File: src/cmo_pkg.sv
package cmo_pkg;

   // ------------------------------------------------------------
   // object geometry
   // ------------------------------------------------------------
   localparam int NUM_OBJ    = 6;
   localparam int OBJ_W      = 3;
   localparam int MAX_LEN    = 8;
   localparam logic [3:0] LEN_CAP = 4'h8;
   localparam logic [3:0] OBJ_LIMIT = 4'h6;

   // ------------------------------------------------------------
   // register byte addresses
   // ------------------------------------------------------------
   localparam logic [7:0] OFF_PAGE     = 8'h00;
   localparam logic [7:0] OFF_CTRL     = 8'h04;
   localparam logic [7:0] OFF_TAG4     = 8'h08;
   localparam logic [7:0] OFF_TAG3     = 8'h0C;
   localparam logic [7:0] OFF_TAG2     = 8'h10;
   localparam logic [7:0] OFF_TAG1     = 8'h14;
   localparam logic [7:0] OFF_MASK4    = 8'h18;
   localparam logic [7:0] OFF_MASK3    = 8'h1C;
   localparam logic [7:0] OFF_MASK2    = 8'h20;
   localparam logic [7:0] OFF_MASK1    = 8'h24;
   localparam logic [7:0] OFF_STAMP_LO = 8'h28;
   localparam logic [7:0] OFF_STAMP_HI = 8'h2C;
   localparam logic [7:0] OFF_OBJ_STAT = 8'h30;
   localparam logic [7:0] OFF_ENABLE   = 8'h34;
   localparam logic [7:0] OFF_IRQ_STAT = 8'h38;
   localparam logic [7:0] OFF_IRQ_EN   = 8'h3C;
   localparam logic [7:0] OFF_IRQ_CLR  = 8'h40;

   // ------------------------------------------------------------
   // field positions
   // ------------------------------------------------------------
   localparam int CTRL_CFG_HI = 7;
   localparam int CTRL_CFG_LO = 6;
   localparam int CTRL_RPLY   = 5;
   localparam int CTRL_EXT    = 4;
   localparam int PAGE_NUM_HI = 7;
   localparam int PAGE_NUM_LO = 4;
   localparam int ST_LENW     = 7;
   localparam int ST_TXDONE   = 6;
   localparam int ST_RXDONE   = 5;
   localparam int TAG_REMOTE  = 2;
   localparam int TAG_RESV1   = 1;
   localparam int TAG_RESV0   = 0;
   localparam int MSK_REMOTE  = 2;
   localparam int MSK_EXT     = 0;
   localparam int IRQ_TX      = 0;
   localparam int IRQ_RX      = 1;
   localparam int IRQ_LENW    = 2;
   localparam int IRQ_W       = 3;
   localparam logic [31:0] STD_ID_MASK = 32'hFFE0_0000;
   localparam logic [31:0] EXT_ID_MASK = 32'hFFFF_FFF8;

   typedef enum logic [1:0] {
      CFG_OFF,
      CFG_TX,
      CFG_RX,
      CFG_FBUF
   } cmo_cfg_t;

   typedef struct packed {
      logic [28:0] id;
      logic        remote;
      logic        ext;
      logic        resv1;
      logic        resv0;
      logic [3:0]  len;
   } cmo_frame_t;

endpackage

File: src/cmo_descriptor.sv
// Our own choices: the register addresses and the AHB-Lite register port.
`timescale 1ns/100ps
// Behaviour
// RULE1 - configuration stays after completion; object idles until software rewrites it
// RULE2 - configuration write sets object enable bit and permits completion flag clear
// RULE3 - remote frame answered automatically only when reply-valid bit is one
// RULE4 - extension bit picks 11- or 29-bit format; reception loads it
// RULE5 - length values above eight are sent as eight
// RULE6 - reception loads length; mismatch raises length warning flag
// RULE7 - standard identifier in tag bits 31:21, sent and reloaded
// RULE8 - standard tag bits 20:3 and 1 ignored in compare, loaded on reception
// RULE9 - extended identifier in tag bits 31:3, sent and reloaded
// RULE10 - tag bit 2 is remote request; cleared before automatic reply
// RULE11 - reserved tag bits 0 and 1 sent and refreshed on reception; the code sends bit 1 only in extended frames
// RULE12 - identifier mask bit zero forces match, one enables compare
// RULE13 - mask bit 2 gates remote compare, mask bit 0 gates extension compare
// RULE14 - software writes reserved mask bits as zero
// RULE15 - read-only 16-bit stamp in low and high byte registers
// RULE16 - configuration codes: off, transmit, receive, frame-buffer receive
// RULE17 - page selector picks active object, numbers 0 to 5
// RULE18 - frame accepted only when every enabled masked bit matches the tag
module cmo_descriptor (
   input  wire logic               CLK,
   input  wire logic               RST_N,
   input  wire logic               HSEL,
   input  wire logic [31:0]        HADDR,
   input  wire logic [1:0]         HTRANS,
   input  wire logic               HWRITE,
   input  wire logic [2:0]         HSIZE,
   input  wire logic [31:0]        HWDATA,
   input  wire logic               HREADY,
   output logic                    HREADYOUT,
   output logic [31:0]             HRDATA,
   output logic                    HRESP,
   input  wire logic               RX_VALID,
   input  wire cmo_pkg::cmo_frame_t RX_FRAME,
   input  wire logic [15:0]        STAMP_NOW,
   output logic                    TX_REQ,
   output cmo_pkg::cmo_frame_t     TX_FRAME,
   input  wire logic               TX_DONE,
   output logic                    IRQ
);

   // ------------------------------------------------------------
   // storage
   // ------------------------------------------------------------
   localparam int OBJ_W = cmo_pkg::OBJ_W;

   cmo_pkg::cmo_cfg_t    cfg_q   [cmo_pkg::NUM_OBJ];
   logic                 rply_q  [cmo_pkg::NUM_OBJ];
   logic                 ext_q   [cmo_pkg::NUM_OBJ];
   logic [3:0]           len_q   [cmo_pkg::NUM_OBJ];
   logic [31:0]          tag_q   [cmo_pkg::NUM_OBJ];
   logic [31:0]          mask_q  [cmo_pkg::NUM_OBJ];
   logic [15:0]          stamp_q [cmo_pkg::NUM_OBJ];
   logic [cmo_pkg::NUM_OBJ-1:0] armed_q;
   logic [cmo_pkg::NUM_OBJ-1:0] lenw_q;
   logic [cmo_pkg::NUM_OBJ-1:0] txok_q;
   logic [cmo_pkg::NUM_OBJ-1:0] rxok_q;
   logic [7:0]           page_q;
   logic [cmo_pkg::IRQ_W-1:0] irq_stat_q;
   logic [cmo_pkg::IRQ_W-1:0] irq_en_q;

   logic [7:0]           addr_q;
   logic                 wr_q;
   logic                 rd_q;
   logic                 rd_wait_q;
   logic [31:0]          hrdata_q;
   logic                 tx_req_q;
   logic [cmo_pkg::OBJ_W-1:0] tx_obj_q;
   cmo_pkg::cmo_frame_t  tx_frame_q;

   logic                 take;
   logic                 page_ok;
   logic [cmo_pkg::OBJ_W-1:0] sel;
   logic                 wr_ok;
   logic [7:0]           wbyte;
   logic [31:0]          rd_d;
   logic                 hit;
   logic [cmo_pkg::OBJ_W-1:0] hit_obj;
   logic                 auto_reply;
   logic                 tx_any;
   logic [cmo_pkg::OBJ_W-1:0] tx_obj_d;
   cmo_pkg::cmo_frame_t  tx_frame_d;
   logic [31:0]          rx_tag;

   // ------------------------------------------------------------
   // AHB-Lite slave: writes have no wait, reads one wait state
   // ------------------------------------------------------------
   assign take      = HSEL && HTRANS[1] && HREADY;
   assign HREADYOUT = !rd_q || rd_wait_q;
   assign HRDATA    = hrdata_q;
   assign HRESP     = 1'b0;
   assign wr_ok     = wr_q;
   assign wbyte     = HWDATA[7:0];
   assign page_ok   = page_q[cmo_pkg::PAGE_NUM_HI:cmo_pkg::PAGE_NUM_LO] < cmo_pkg::OBJ_LIMIT; // RULE17
   assign sel       = page_q[cmo_pkg::PAGE_NUM_LO+cmo_pkg::OBJ_W-1:cmo_pkg::PAGE_NUM_LO];

   always_ff @(posedge CLK or negedge RST_N) begin
      if (!RST_N) begin
         addr_q    <= 8'h00;
         wr_q      <= 1'b0;
         rd_q      <= 1'b0;
         rd_wait_q <= 1'b0;
      end else begin
         if (HREADYOUT) begin
            addr_q <= HADDR[7:0];
            wr_q   <= take && HWRITE;
            rd_q   <= take && !HWRITE;
         end
         rd_wait_q <= rd_q && !rd_wait_q;
      end
   end

   // read data sampled in the wait cycle, so a preceding write is visible
   always_ff @(posedge CLK or negedge RST_N) begin
      if (!RST_N) begin
         hrdata_q <= 32'h0000_0000;
      end else if (rd_q && !rd_wait_q) begin
         hrdata_q <= rd_d;
      end
   end

   always_comb begin
      rd_d = 32'h0000_0000;
      case (addr_q)
         cmo_pkg::OFF_PAGE:     rd_d[7:0] = page_q;
         cmo_pkg::OFF_ENABLE:   rd_d[cmo_pkg::NUM_OBJ-1:0] = armed_q;
         cmo_pkg::OFF_IRQ_STAT: rd_d[cmo_pkg::IRQ_W-1:0] = irq_stat_q;
         cmo_pkg::OFF_IRQ_EN:   rd_d[cmo_pkg::IRQ_W-1:0] = irq_en_q;
         default: rd_d = 32'h0000_0000;
      endcase
      if (page_ok) begin
         case (addr_q)
            cmo_pkg::OFF_CTRL:     rd_d[7:0] = {cfg_q[sel], rply_q[sel], ext_q[sel], len_q[sel]};
            cmo_pkg::OFF_TAG4:     rd_d[7:0] = tag_q[sel][7:0];
            cmo_pkg::OFF_TAG3:     rd_d[7:0] = tag_q[sel][15:8];
            cmo_pkg::OFF_TAG2:     rd_d[7:0] = tag_q[sel][23:16];
            cmo_pkg::OFF_TAG1:     rd_d[7:0] = tag_q[sel][31:24];
            cmo_pkg::OFF_MASK4:    rd_d[7:0] = mask_q[sel][7:0];
            cmo_pkg::OFF_MASK3:    rd_d[7:0] = mask_q[sel][15:8];
            cmo_pkg::OFF_MASK2:    rd_d[7:0] = mask_q[sel][23:16];
            cmo_pkg::OFF_MASK1:    rd_d[7:0] = mask_q[sel][31:24];
            cmo_pkg::OFF_STAMP_LO: rd_d[7:0] = stamp_q[sel][7:0];   // RULE15
            cmo_pkg::OFF_STAMP_HI: rd_d[7:0] = stamp_q[sel][15:8];  // RULE15
            cmo_pkg::OFF_OBJ_STAT: rd_d[7:5] = {lenw_q[sel], txok_q[sel], rxok_q[sel]};
            default: ;
         endcase
      end
   end

   always_ff @(posedge CLK or negedge RST_N) begin
      if (!RST_N) begin
         page_q <= 8'h00;
      end else if (wr_ok && addr_q == cmo_pkg::OFF_PAGE) begin
         page_q <= wbyte;
      end
   end

   // ------------------------------------------------------------
   // acceptance filter, lowest object number wins
   // ------------------------------------------------------------
   assign rx_tag = RX_FRAME.ext ? {RX_FRAME.id, 3'b000} : {RX_FRAME.id[10:0], 21'h00000};

   always_comb begin
      logic [31:0] emask;
      logic        ok;
      emask   = 32'h0000_0000;
      ok      = 1'b0;
      hit     = 1'b0;
      hit_obj = '0;
      for (int i = cmo_pkg::NUM_OBJ - 1; i >= 0; i--) begin
         // reserved standard bits never take part in the compare
         emask = mask_q[i] & (ext_q[i] ? cmo_pkg::EXT_ID_MASK : cmo_pkg::STD_ID_MASK); // RULE8 RULE12
         ok = (((rx_tag ^ tag_q[i]) & emask) == 32'h0000_0000)                             // RULE18
            && (!mask_q[i][cmo_pkg::MSK_REMOTE]
                || RX_FRAME.remote == tag_q[i][cmo_pkg::TAG_REMOTE])                     // RULE13
            && (!mask_q[i][cmo_pkg::MSK_EXT] || RX_FRAME.ext == ext_q[i]);               // RULE13
         if (armed_q[i] && (cfg_q[i] == cmo_pkg::CFG_RX || cfg_q[i] == cmo_pkg::CFG_FBUF)
             && ok) begin                                                                // RULE16
            hit     = 1'b1;
            hit_obj = OBJ_W'(i);
         end
      end
   end

   // remote frame on a receiver with a ready reply turns it into a sender
   assign auto_reply = RX_VALID && hit && RX_FRAME.remote
                       && cfg_q[hit_obj] == cmo_pkg::CFG_RX && rply_q[hit_obj]; // RULE3

   // ------------------------------------------------------------
   // object fields: no reset value, as software must set them up
   // ------------------------------------------------------------
   always_ff @(posedge CLK) begin
      if (RX_VALID && hit) begin
         ext_q[hit_obj]   <= RX_FRAME.ext;                              // RULE4
         len_q[hit_obj]   <= RX_FRAME.len;                              // RULE6
         stamp_q[hit_obj] <= STAMP_NOW;                                 // RULE15
         tag_q[hit_obj]   <= {rx_tag[31:3],
                              RX_FRAME.remote && !auto_reply,           // RULE10
                              RX_FRAME.resv1, RX_FRAME.resv0};          // RULE7 RULE9 RULE11
         if (auto_reply) begin
            cfg_q[hit_obj] <= cmo_pkg::CFG_TX;
         end
      end
      if (TX_DONE && tx_req_q) begin
         stamp_q[tx_obj_q] <= STAMP_NOW;
      end
      if (wr_ok && page_ok) begin
         case (addr_q)
            cmo_pkg::OFF_CTRL: begin
               cfg_q[sel]  <= cmo_pkg::cmo_cfg_t'(wbyte[cmo_pkg::CTRL_CFG_HI:cmo_pkg::CTRL_CFG_LO]);
               rply_q[sel] <= wbyte[cmo_pkg::CTRL_RPLY];
               ext_q[sel]  <= wbyte[cmo_pkg::CTRL_EXT];
               len_q[sel]  <= wbyte[3:0];
            end
            cmo_pkg::OFF_TAG4:  tag_q[sel][7:0]    <= wbyte;
            cmo_pkg::OFF_TAG3:  tag_q[sel][15:8]   <= wbyte;
            cmo_pkg::OFF_TAG2:  tag_q[sel][23:16]  <= wbyte;
            cmo_pkg::OFF_TAG1:  tag_q[sel][31:24]  <= wbyte;
            cmo_pkg::OFF_MASK4: mask_q[sel][7:0]   <= wbyte;
            cmo_pkg::OFF_MASK3: mask_q[sel][15:8]  <= wbyte;
            cmo_pkg::OFF_MASK2: mask_q[sel][23:16] <= wbyte;
            cmo_pkg::OFF_MASK1: mask_q[sel][31:24] <= wbyte;
            default: ;
         endcase
      end
   end

   // ------------------------------------------------------------
   // enable bits: cleared on completion, set by a config rewrite
   // ------------------------------------------------------------
   always_ff @(posedge CLK or negedge RST_N) begin
      if (!RST_N) begin
         armed_q <= '0;
      end else begin
         if (TX_DONE && tx_req_q) begin
            armed_q[tx_obj_q] <= 1'b0;                                  // RULE1
         end
         if (RX_VALID && hit && !auto_reply) begin
            armed_q[hit_obj] <= 1'b0;                                   // RULE1
         end
         if (wr_ok && page_ok && addr_q == cmo_pkg::OFF_CTRL) begin
            armed_q[sel] <= 1'b1;                                       // RULE2
         end
      end
   end

   // ------------------------------------------------------------
   // object status flags: hardware set beats software clear
   // ------------------------------------------------------------
   always_ff @(posedge CLK or negedge RST_N) begin
      if (!RST_N) begin
         lenw_q <= '0;
         txok_q <= '0;
         rxok_q <= '0;
      end else begin
         if (wr_ok && page_ok && addr_q == cmo_pkg::OFF_OBJ_STAT) begin
            lenw_q[sel] <= wbyte[cmo_pkg::ST_LENW];
            // completion flags only clear once the object was rewritten
            if (armed_q[sel]) begin                                     // RULE2
               txok_q[sel] <= wbyte[cmo_pkg::ST_TXDONE];
               rxok_q[sel] <= wbyte[cmo_pkg::ST_RXDONE];
            end
         end
         if (TX_DONE && tx_req_q) begin
            txok_q[tx_obj_q] <= 1'b1;
         end
         if (RX_VALID && hit) begin
            if (RX_FRAME.len != len_q[hit_obj]) begin
               lenw_q[hit_obj] <= 1'b1;                                 // RULE6
            end
            if (!auto_reply) begin
               rxok_q[hit_obj] <= 1'b1;
            end
         end
      end
   end

   // ------------------------------------------------------------
   // transmit selection, lowest object number first
   // ------------------------------------------------------------
   always_comb begin
      logic [3:0] eff_len;
      eff_len    = 4'h0;
      tx_any     = 1'b0;
      tx_obj_d   = '0;
      tx_frame_d = '0;
      for (int i = cmo_pkg::NUM_OBJ - 1; i >= 0; i--) begin
         if (armed_q[i] && cfg_q[i] == cmo_pkg::CFG_TX) begin
            tx_any   = 1'b1;
            tx_obj_d = OBJ_W'(i);
         end
      end
      eff_len = (len_q[tx_obj_d] > cmo_pkg::LEN_CAP) ? cmo_pkg::LEN_CAP : len_q[tx_obj_d]; // RULE5
      tx_frame_d.id     = ext_q[tx_obj_d] ? tag_q[tx_obj_d][31:3]                         // RULE9
                                          : {18'h00000, tag_q[tx_obj_d][31:21]};          // RULE4 RULE7
      tx_frame_d.ext    = ext_q[tx_obj_d];                                                // RULE4
      tx_frame_d.remote = tag_q[tx_obj_d][cmo_pkg::TAG_REMOTE];                           // RULE10
      tx_frame_d.resv1  = ext_q[tx_obj_d] && tag_q[tx_obj_d][cmo_pkg::TAG_RESV1];         // RULE11
      tx_frame_d.resv0  = tag_q[tx_obj_d][cmo_pkg::TAG_RESV0];                            // RULE11
      tx_frame_d.len    = eff_len;
      if (!tx_any) begin
         tx_frame_d = '0;
      end
   end

   // request drops the cycle after completion so the same object is not resent
   always_ff @(posedge CLK or negedge RST_N) begin
      if (!RST_N) begin
         tx_req_q   <= 1'b0;
         tx_obj_q   <= '0;
         tx_frame_q <= '0;
      end else begin
         tx_req_q   <= tx_any && !(TX_DONE && tx_req_q);
         tx_obj_q   <= tx_obj_d;
         tx_frame_q <= tx_frame_d;
      end
   end

   assign TX_REQ   = tx_req_q;
   assign TX_FRAME = tx_frame_q;

   // ------------------------------------------------------------
   // interrupts
   // ------------------------------------------------------------
   always_ff @(posedge CLK or negedge RST_N) begin
      if (!RST_N) begin
         irq_stat_q <= '0;
         irq_en_q   <= '0;
      end else begin
         if (wr_ok && addr_q == cmo_pkg::OFF_IRQ_EN) begin
            irq_en_q <= HWDATA[cmo_pkg::IRQ_W-1:0];
         end
         if (wr_ok && addr_q == cmo_pkg::OFF_IRQ_CLR) begin
            irq_stat_q <= irq_stat_q & ~HWDATA[cmo_pkg::IRQ_W-1:0];
         end
         if (TX_DONE && tx_req_q) begin
            irq_stat_q[cmo_pkg::IRQ_TX] <= 1'b1;
         end
         if (RX_VALID && hit && !auto_reply) begin
            irq_stat_q[cmo_pkg::IRQ_RX] <= 1'b1;
         end
         if (RX_VALID && hit && RX_FRAME.len != len_q[hit_obj]) begin
            irq_stat_q[cmo_pkg::IRQ_LENW] <= 1'b1;
         end
      end
   end

   assign IRQ = |(irq_stat_q & irq_en_q);

   // ------------------------------------------------------------
   // checks
   // ------------------------------------------------------------
   chk_len_cap: assert property (@(posedge CLK) disable iff (!RST_N) // RULE5
      TX_REQ |-> TX_FRAME.len <= cmo_pkg::LEN_CAP)
      else $error("transmit length above eight");

   chk_std_format: assert property (@(posedge CLK) disable iff (!RST_N) // RULE4
      TX_REQ && !TX_FRAME.ext |-> TX_FRAME.id[28:11] == 18'h00000 && !TX_FRAME.resv1)
      else $error("standard frame carries extended bits");

   chk_cfg_arms: assert property (@(posedge CLK) disable iff (!RST_N) // RULE2
      wr_ok && page_ok && addr_q == cmo_pkg::OFF_CTRL |=> armed_q[$past(sel)])
      else $error("config write did not set enable bit");

   chk_done_disarm: assert property (@(posedge CLK) disable iff (!RST_N) // RULE1
      TX_DONE && tx_req_q && !wr_ok |=> !armed_q[$past(tx_obj_q)])
      else $error("object still enabled after completion");

   chk_done_keeps_cfg: assert property (@(posedge CLK) disable iff (!RST_N) // RULE1
      TX_DONE && tx_req_q && !wr_ok |=> cfg_q[$past(tx_obj_q)] == cmo_pkg::CFG_TX)
      else $error("configuration changed by completion");

   chk_reply_clears: assert property (@(posedge CLK) disable iff (!RST_N) // RULE10
      auto_reply && !wr_ok |=> !tag_q[$past(hit_obj)][cmo_pkg::TAG_REMOTE]
         && cfg_q[$past(hit_obj)] == cmo_pkg::CFG_TX)
      else $error("automatic reply kept remote bit");

   chk_reply_gate: assert property (@(posedge CLK) disable iff (!RST_N) // RULE3
      RX_VALID && hit && !rply_q[hit_obj] && !wr_ok |=> cfg_q[$past(hit_obj)] != cmo_pkg::CFG_TX)
      else $error("reply sent while not valid");

   chk_len_warn: assert property (@(posedge CLK) disable iff (!RST_N) // RULE6
      RX_VALID && hit && RX_FRAME.len != len_q[hit_obj] && !wr_ok |=> lenw_q[$past(hit_obj)]
         && len_q[$past(hit_obj)] == $past(RX_FRAME.len) && irq_stat_q[cmo_pkg::IRQ_LENW])
      else $error("length mismatch not flagged");

   chk_page_range: assert property (@(posedge CLK) disable iff (!RST_N) // RULE17
      wr_ok && !page_ok |=> armed_q == $past(armed_q) || $past(TX_DONE || RX_VALID))
      else $error("out of range page changed an object");

   chk_rx_done: assert property (@(posedge CLK) disable iff (!RST_N) // RULE18
      RX_VALID && hit && !auto_reply |=> rxok_q[$past(hit_obj)] && !armed_q[$past(hit_obj)]
         || $past(wr_ok))
      else $error("accepted frame not recorded");

endmodule

File: config.mk
export PLATFORM = sky130hd
export DESIGN_NAME = cmo_descriptor
export DESIGN_NICKNAME = d
export VERILOG_FILES = /design/src/cmo_pkg.sv /design/src/cmo_descriptor.sv
export SDC_FILE = /design/constraint.sdc
export NUM_CORES = 2
export LEC_CHECK = 0
export BUFFER_PORTS_ARGS = -buffer_cell sky130_fd_sc_hd__buf_2
export CAP_MARGIN = 20
export CORE_MARGIN = 3
export CORE_UTILIZATION = 55
export CTS_CLUSTER_SIZE = 25
export DETAILED_ROUTE_END_ITERATION = 16
export PLACE_DENSITY = 0.73
export SKIP_LAST_GASP = 1
export SLEW_MARGIN = 5
export SYNTH_ARGS = -nofsm -noshare
export SYNTH_HDL_FRONTEND = slang
export SYNTH_SLANG_ARGS = --single-unit
File: constraint.sdc
create_clock -name CLK -period 4.6 [get_ports CLK]
set_clock_uncertainty 0.1 [all_clocks]
set_input_delay 0.46 -clock CLK [delete_from_list [all_inputs] [get_ports CLK]]
set_output_delay 0.46 -clock CLK [all_outputs]
set_load 0.05 [all_outputs]
==> results.txt <==
NetSw - 4100 uW
Dominant cell type by area after synthesis - edfxtp_1
Max_slew headroom - 0.177
Crit start category - flop
Final Cycle Share - 0.950
Fin nets - 3812
First-pass GRT wire length - 219 mm
Clock power frac - 0.415
Cell Pwr Density - 362 nW/um2
Syn Inst Count - 3287
Logic pwr share - 0.099
Chip Height - 268 um
Max cap viols - 0
Top Ports - 202
Final Max Tran Viols - 0
Seq cells post-synth - 760
Worst Tran Pin Value - 1.22 ns
P_int - 12000 uW
Worst Path Max Fanout - 33
Initial antenna violation count - 13
Unrepaired setup endpoints after global routing - no
Most common cell after layout, fill and taps aside - edfxtp_1
Synth top area share - 0.525
Sink Count - 760
Drt wl/cell - 34.0 um
Setup-failing EPs final - 0
Chip width - 268 um
H-tree levels - 3
Synth unique cells - 88
Total CTS buffers - 81
Most frequent cells in the layout - 662 x edfxtp_1, 482 x nand2_1, 238 x buf_4
Final Hold Fails - 0
Register share of total power - 0.486
Yosys warns - 0
Main area contributors after synthesis - edfxtp_1 52%, dfrtp_1 6.5%, nand2_1 4.8%, a22oi_1 4.3%, xnor2_1 3.9%
Clk Latency, worst-skew pair - 0.65 ns
Total Wirelength - 157 mm
Vias in the first global route - 29500
Pin count of the biggest net entering global routing - 61
Setup_tns - 0 ns
Fmax - 0.229 GHz
Total Routing Usage GR - 0.435
Clk buf depth - 3
Dpl cell area - 41400 um2
Clock slew at reported path FFs - 0.06 ns
Fillcell total - 5224
Post-route ant nets - 0
Drt drc - 0
Drt pass-1 iters - 6
Port bufs - 124
Synthesized cell area - 37900 um2
Post-route cell area - 44300 um2
CP required - 4.97 ns
Final Wtd Congestion - 1.07
FFs w/ async S/R, synth - 0.129
P_leak - 0.0163 uW
Synth Flop Type - edfxtp_1
Seq/Total Area, Yosys - 0.590
Initial Util - 0.560
Share of layout cells above drive strength 1 - 0.169
GRT overflow - 0
CTS root buffer - clkbuf_16
Die ar. - 72000 um2
EDFF count, synth - 662
Net Sw Frac - 0.255
Hold Crit Class - in2reg
Iter 0 DRT Violations - 5634
Crit. End Element - flop
CTS tree - done
DR vias - 31700
Row count - 95
Post-cts sizing count - 0
Synthesized area per cell - 11.5 um2
CP Data Arrival Time - 4.74 ns
Maximum vdd drop - 0.318 mV
Via density - 6.86
Minimum clock period - 4.37 ns
Status - finished clean
Core ar. - 67600 um2
Area delta synth->final - 17.0%
Critical Setup Path Class - reg2reg
HPWL after DPL - 114 mm
## timing repair
item | 4_1_cts | 5_1_grt
endpoints found under the hold margin | 127 | 0
hold buffers | 27 | 0
setup buffers | 0 | 0
## worst paths after layout
kind                       slack, ns                     to                   from  cells past startpoint
max                             0.23  HRDATA[4]$_DFFE_PN0P_  page_q[4]$_DFFE_PN0P_                     11
min                             0.03       rd_q$_DFFE_PN0N_              HTRANS[1]                      3
max reg2reg                     0.23  HRDATA[4]$_DFFE_PN0P_  page_q[4]$_DFFE_PN0P_                     11
min reg2reg                     0.39  HRDATA[7]$_DFFE_PN0P_  HRDATA[7]$_DFFE_PN0P_                      2
max in group asynchronous       3.25  page_q[4]$_DFFE_PN0P_                  RST_N                      3
min in group asynchronous       0.17  addr_q[0]$_DFFE_PN0N_                  RST_N                      2
## through the flow
stage	util	power (uW)	hold slack, ns	setup slack, ns	cells
after global routing	0.655	16400	0.0328	0.214	4623
after global placement	0.611	9410	0.258	0.106	4446
after floorplan	-	8780	0.0644	0.730	3448
after CTS	0.655	16000	0.00773	0.324	4623
after detailed placement	0.611	9440	0.268	0.0448	4446
final	0.655	16100	0.0305	0.228	4628
## layer usage
layer / part of all wire / track usage / vias up
met1: 0.36 / 0.588 / 15500
met2: 0.43 / 0.633 / 2687
met3: 0.15 / 0.133 / 496
met4: 0.064 / 0.235 / 20
met5: 0.00092 / 0 / -
li1: - / - / 13000
## cell usage after synthesis, drive strengths merged, types with 5 or more instances
library cell	count
a211oi	64
a21oi	111
a221oi	83
a222oi	5
a22o	72
a22oi	220
a311oi	8
a31o	5
a31oi	121
and2	72
and3	6
buf	106
clkbuf	156
clkinv	6
dfrtp	98
edfxtp	662
inv	75
mux2	39
mux2i	77
mux4	20
nand2	500
nand2b	8
nand3	40
nand3b	9
nand4	13
nor2	202
nor3	14
nor3b	6
nor4	21
o211ai	7
o21ai	188
o22ai	8
o31a	5
o41ai	5
or3	10
or4	6
xnor2	169
xor2	13
## flip-flops by register name, indices dropped and copies added, names as in the netlist, 8 cells and up
register and cells:
HRDATA 8, TX_FRAME 37, addr_q 8, cfg_q 16, ext_q 8, len_q 24, mask_q 256, page_q 8
stamp_q 96, tag_q 256
## critical path: stages (launching register included)
cell	delay, ns
dfrtp_2	0.52
buf_4	0.31
nor3b_2	0.09
buf_12	0.20
buf_4	0.27
a22o_1	0.28
a221oi_1	0.27
a31oi_1	0.31
nor4_1	0.78
nand3_1	0.40
a222oi_1	0.46
o21ai_0	0.16
## power groups by stage
stage / sequential (uW) / combinational [uW] / clock [uW]
final: 7800 / 1590 / 6670
after detailed placement: 7940 / 1500 / 0
after floorplan: 7950 / 828 / 0
after global routing: 7820 / 1660 / 6970
after CTS: 7800 / 1530 / 6670
after global placement: 7930 / 1480 / 0
## cells by family after synthesis
family,share of synthesized area
simple gates,0.109
flops,0.590
other cells,0.000198
buf+inv,0.0399
xor+xnor,0.0421
compound gates,0.172
mux,0.0468
## area by class of cell
type,instances,area [um2],area share
tap,873,1090,0.0247
clock inverter,49,480,0.0108
inverter,81,305,0.00689
sequential,760,22300,0.504
multi-input combinational,2345,14700,0.331
clock buffer,101,2190,0.0495
timing repair buffer,414,3210,0.0724
antenna,5,12.5,0.000282
(Power assumes the default switching activity.)
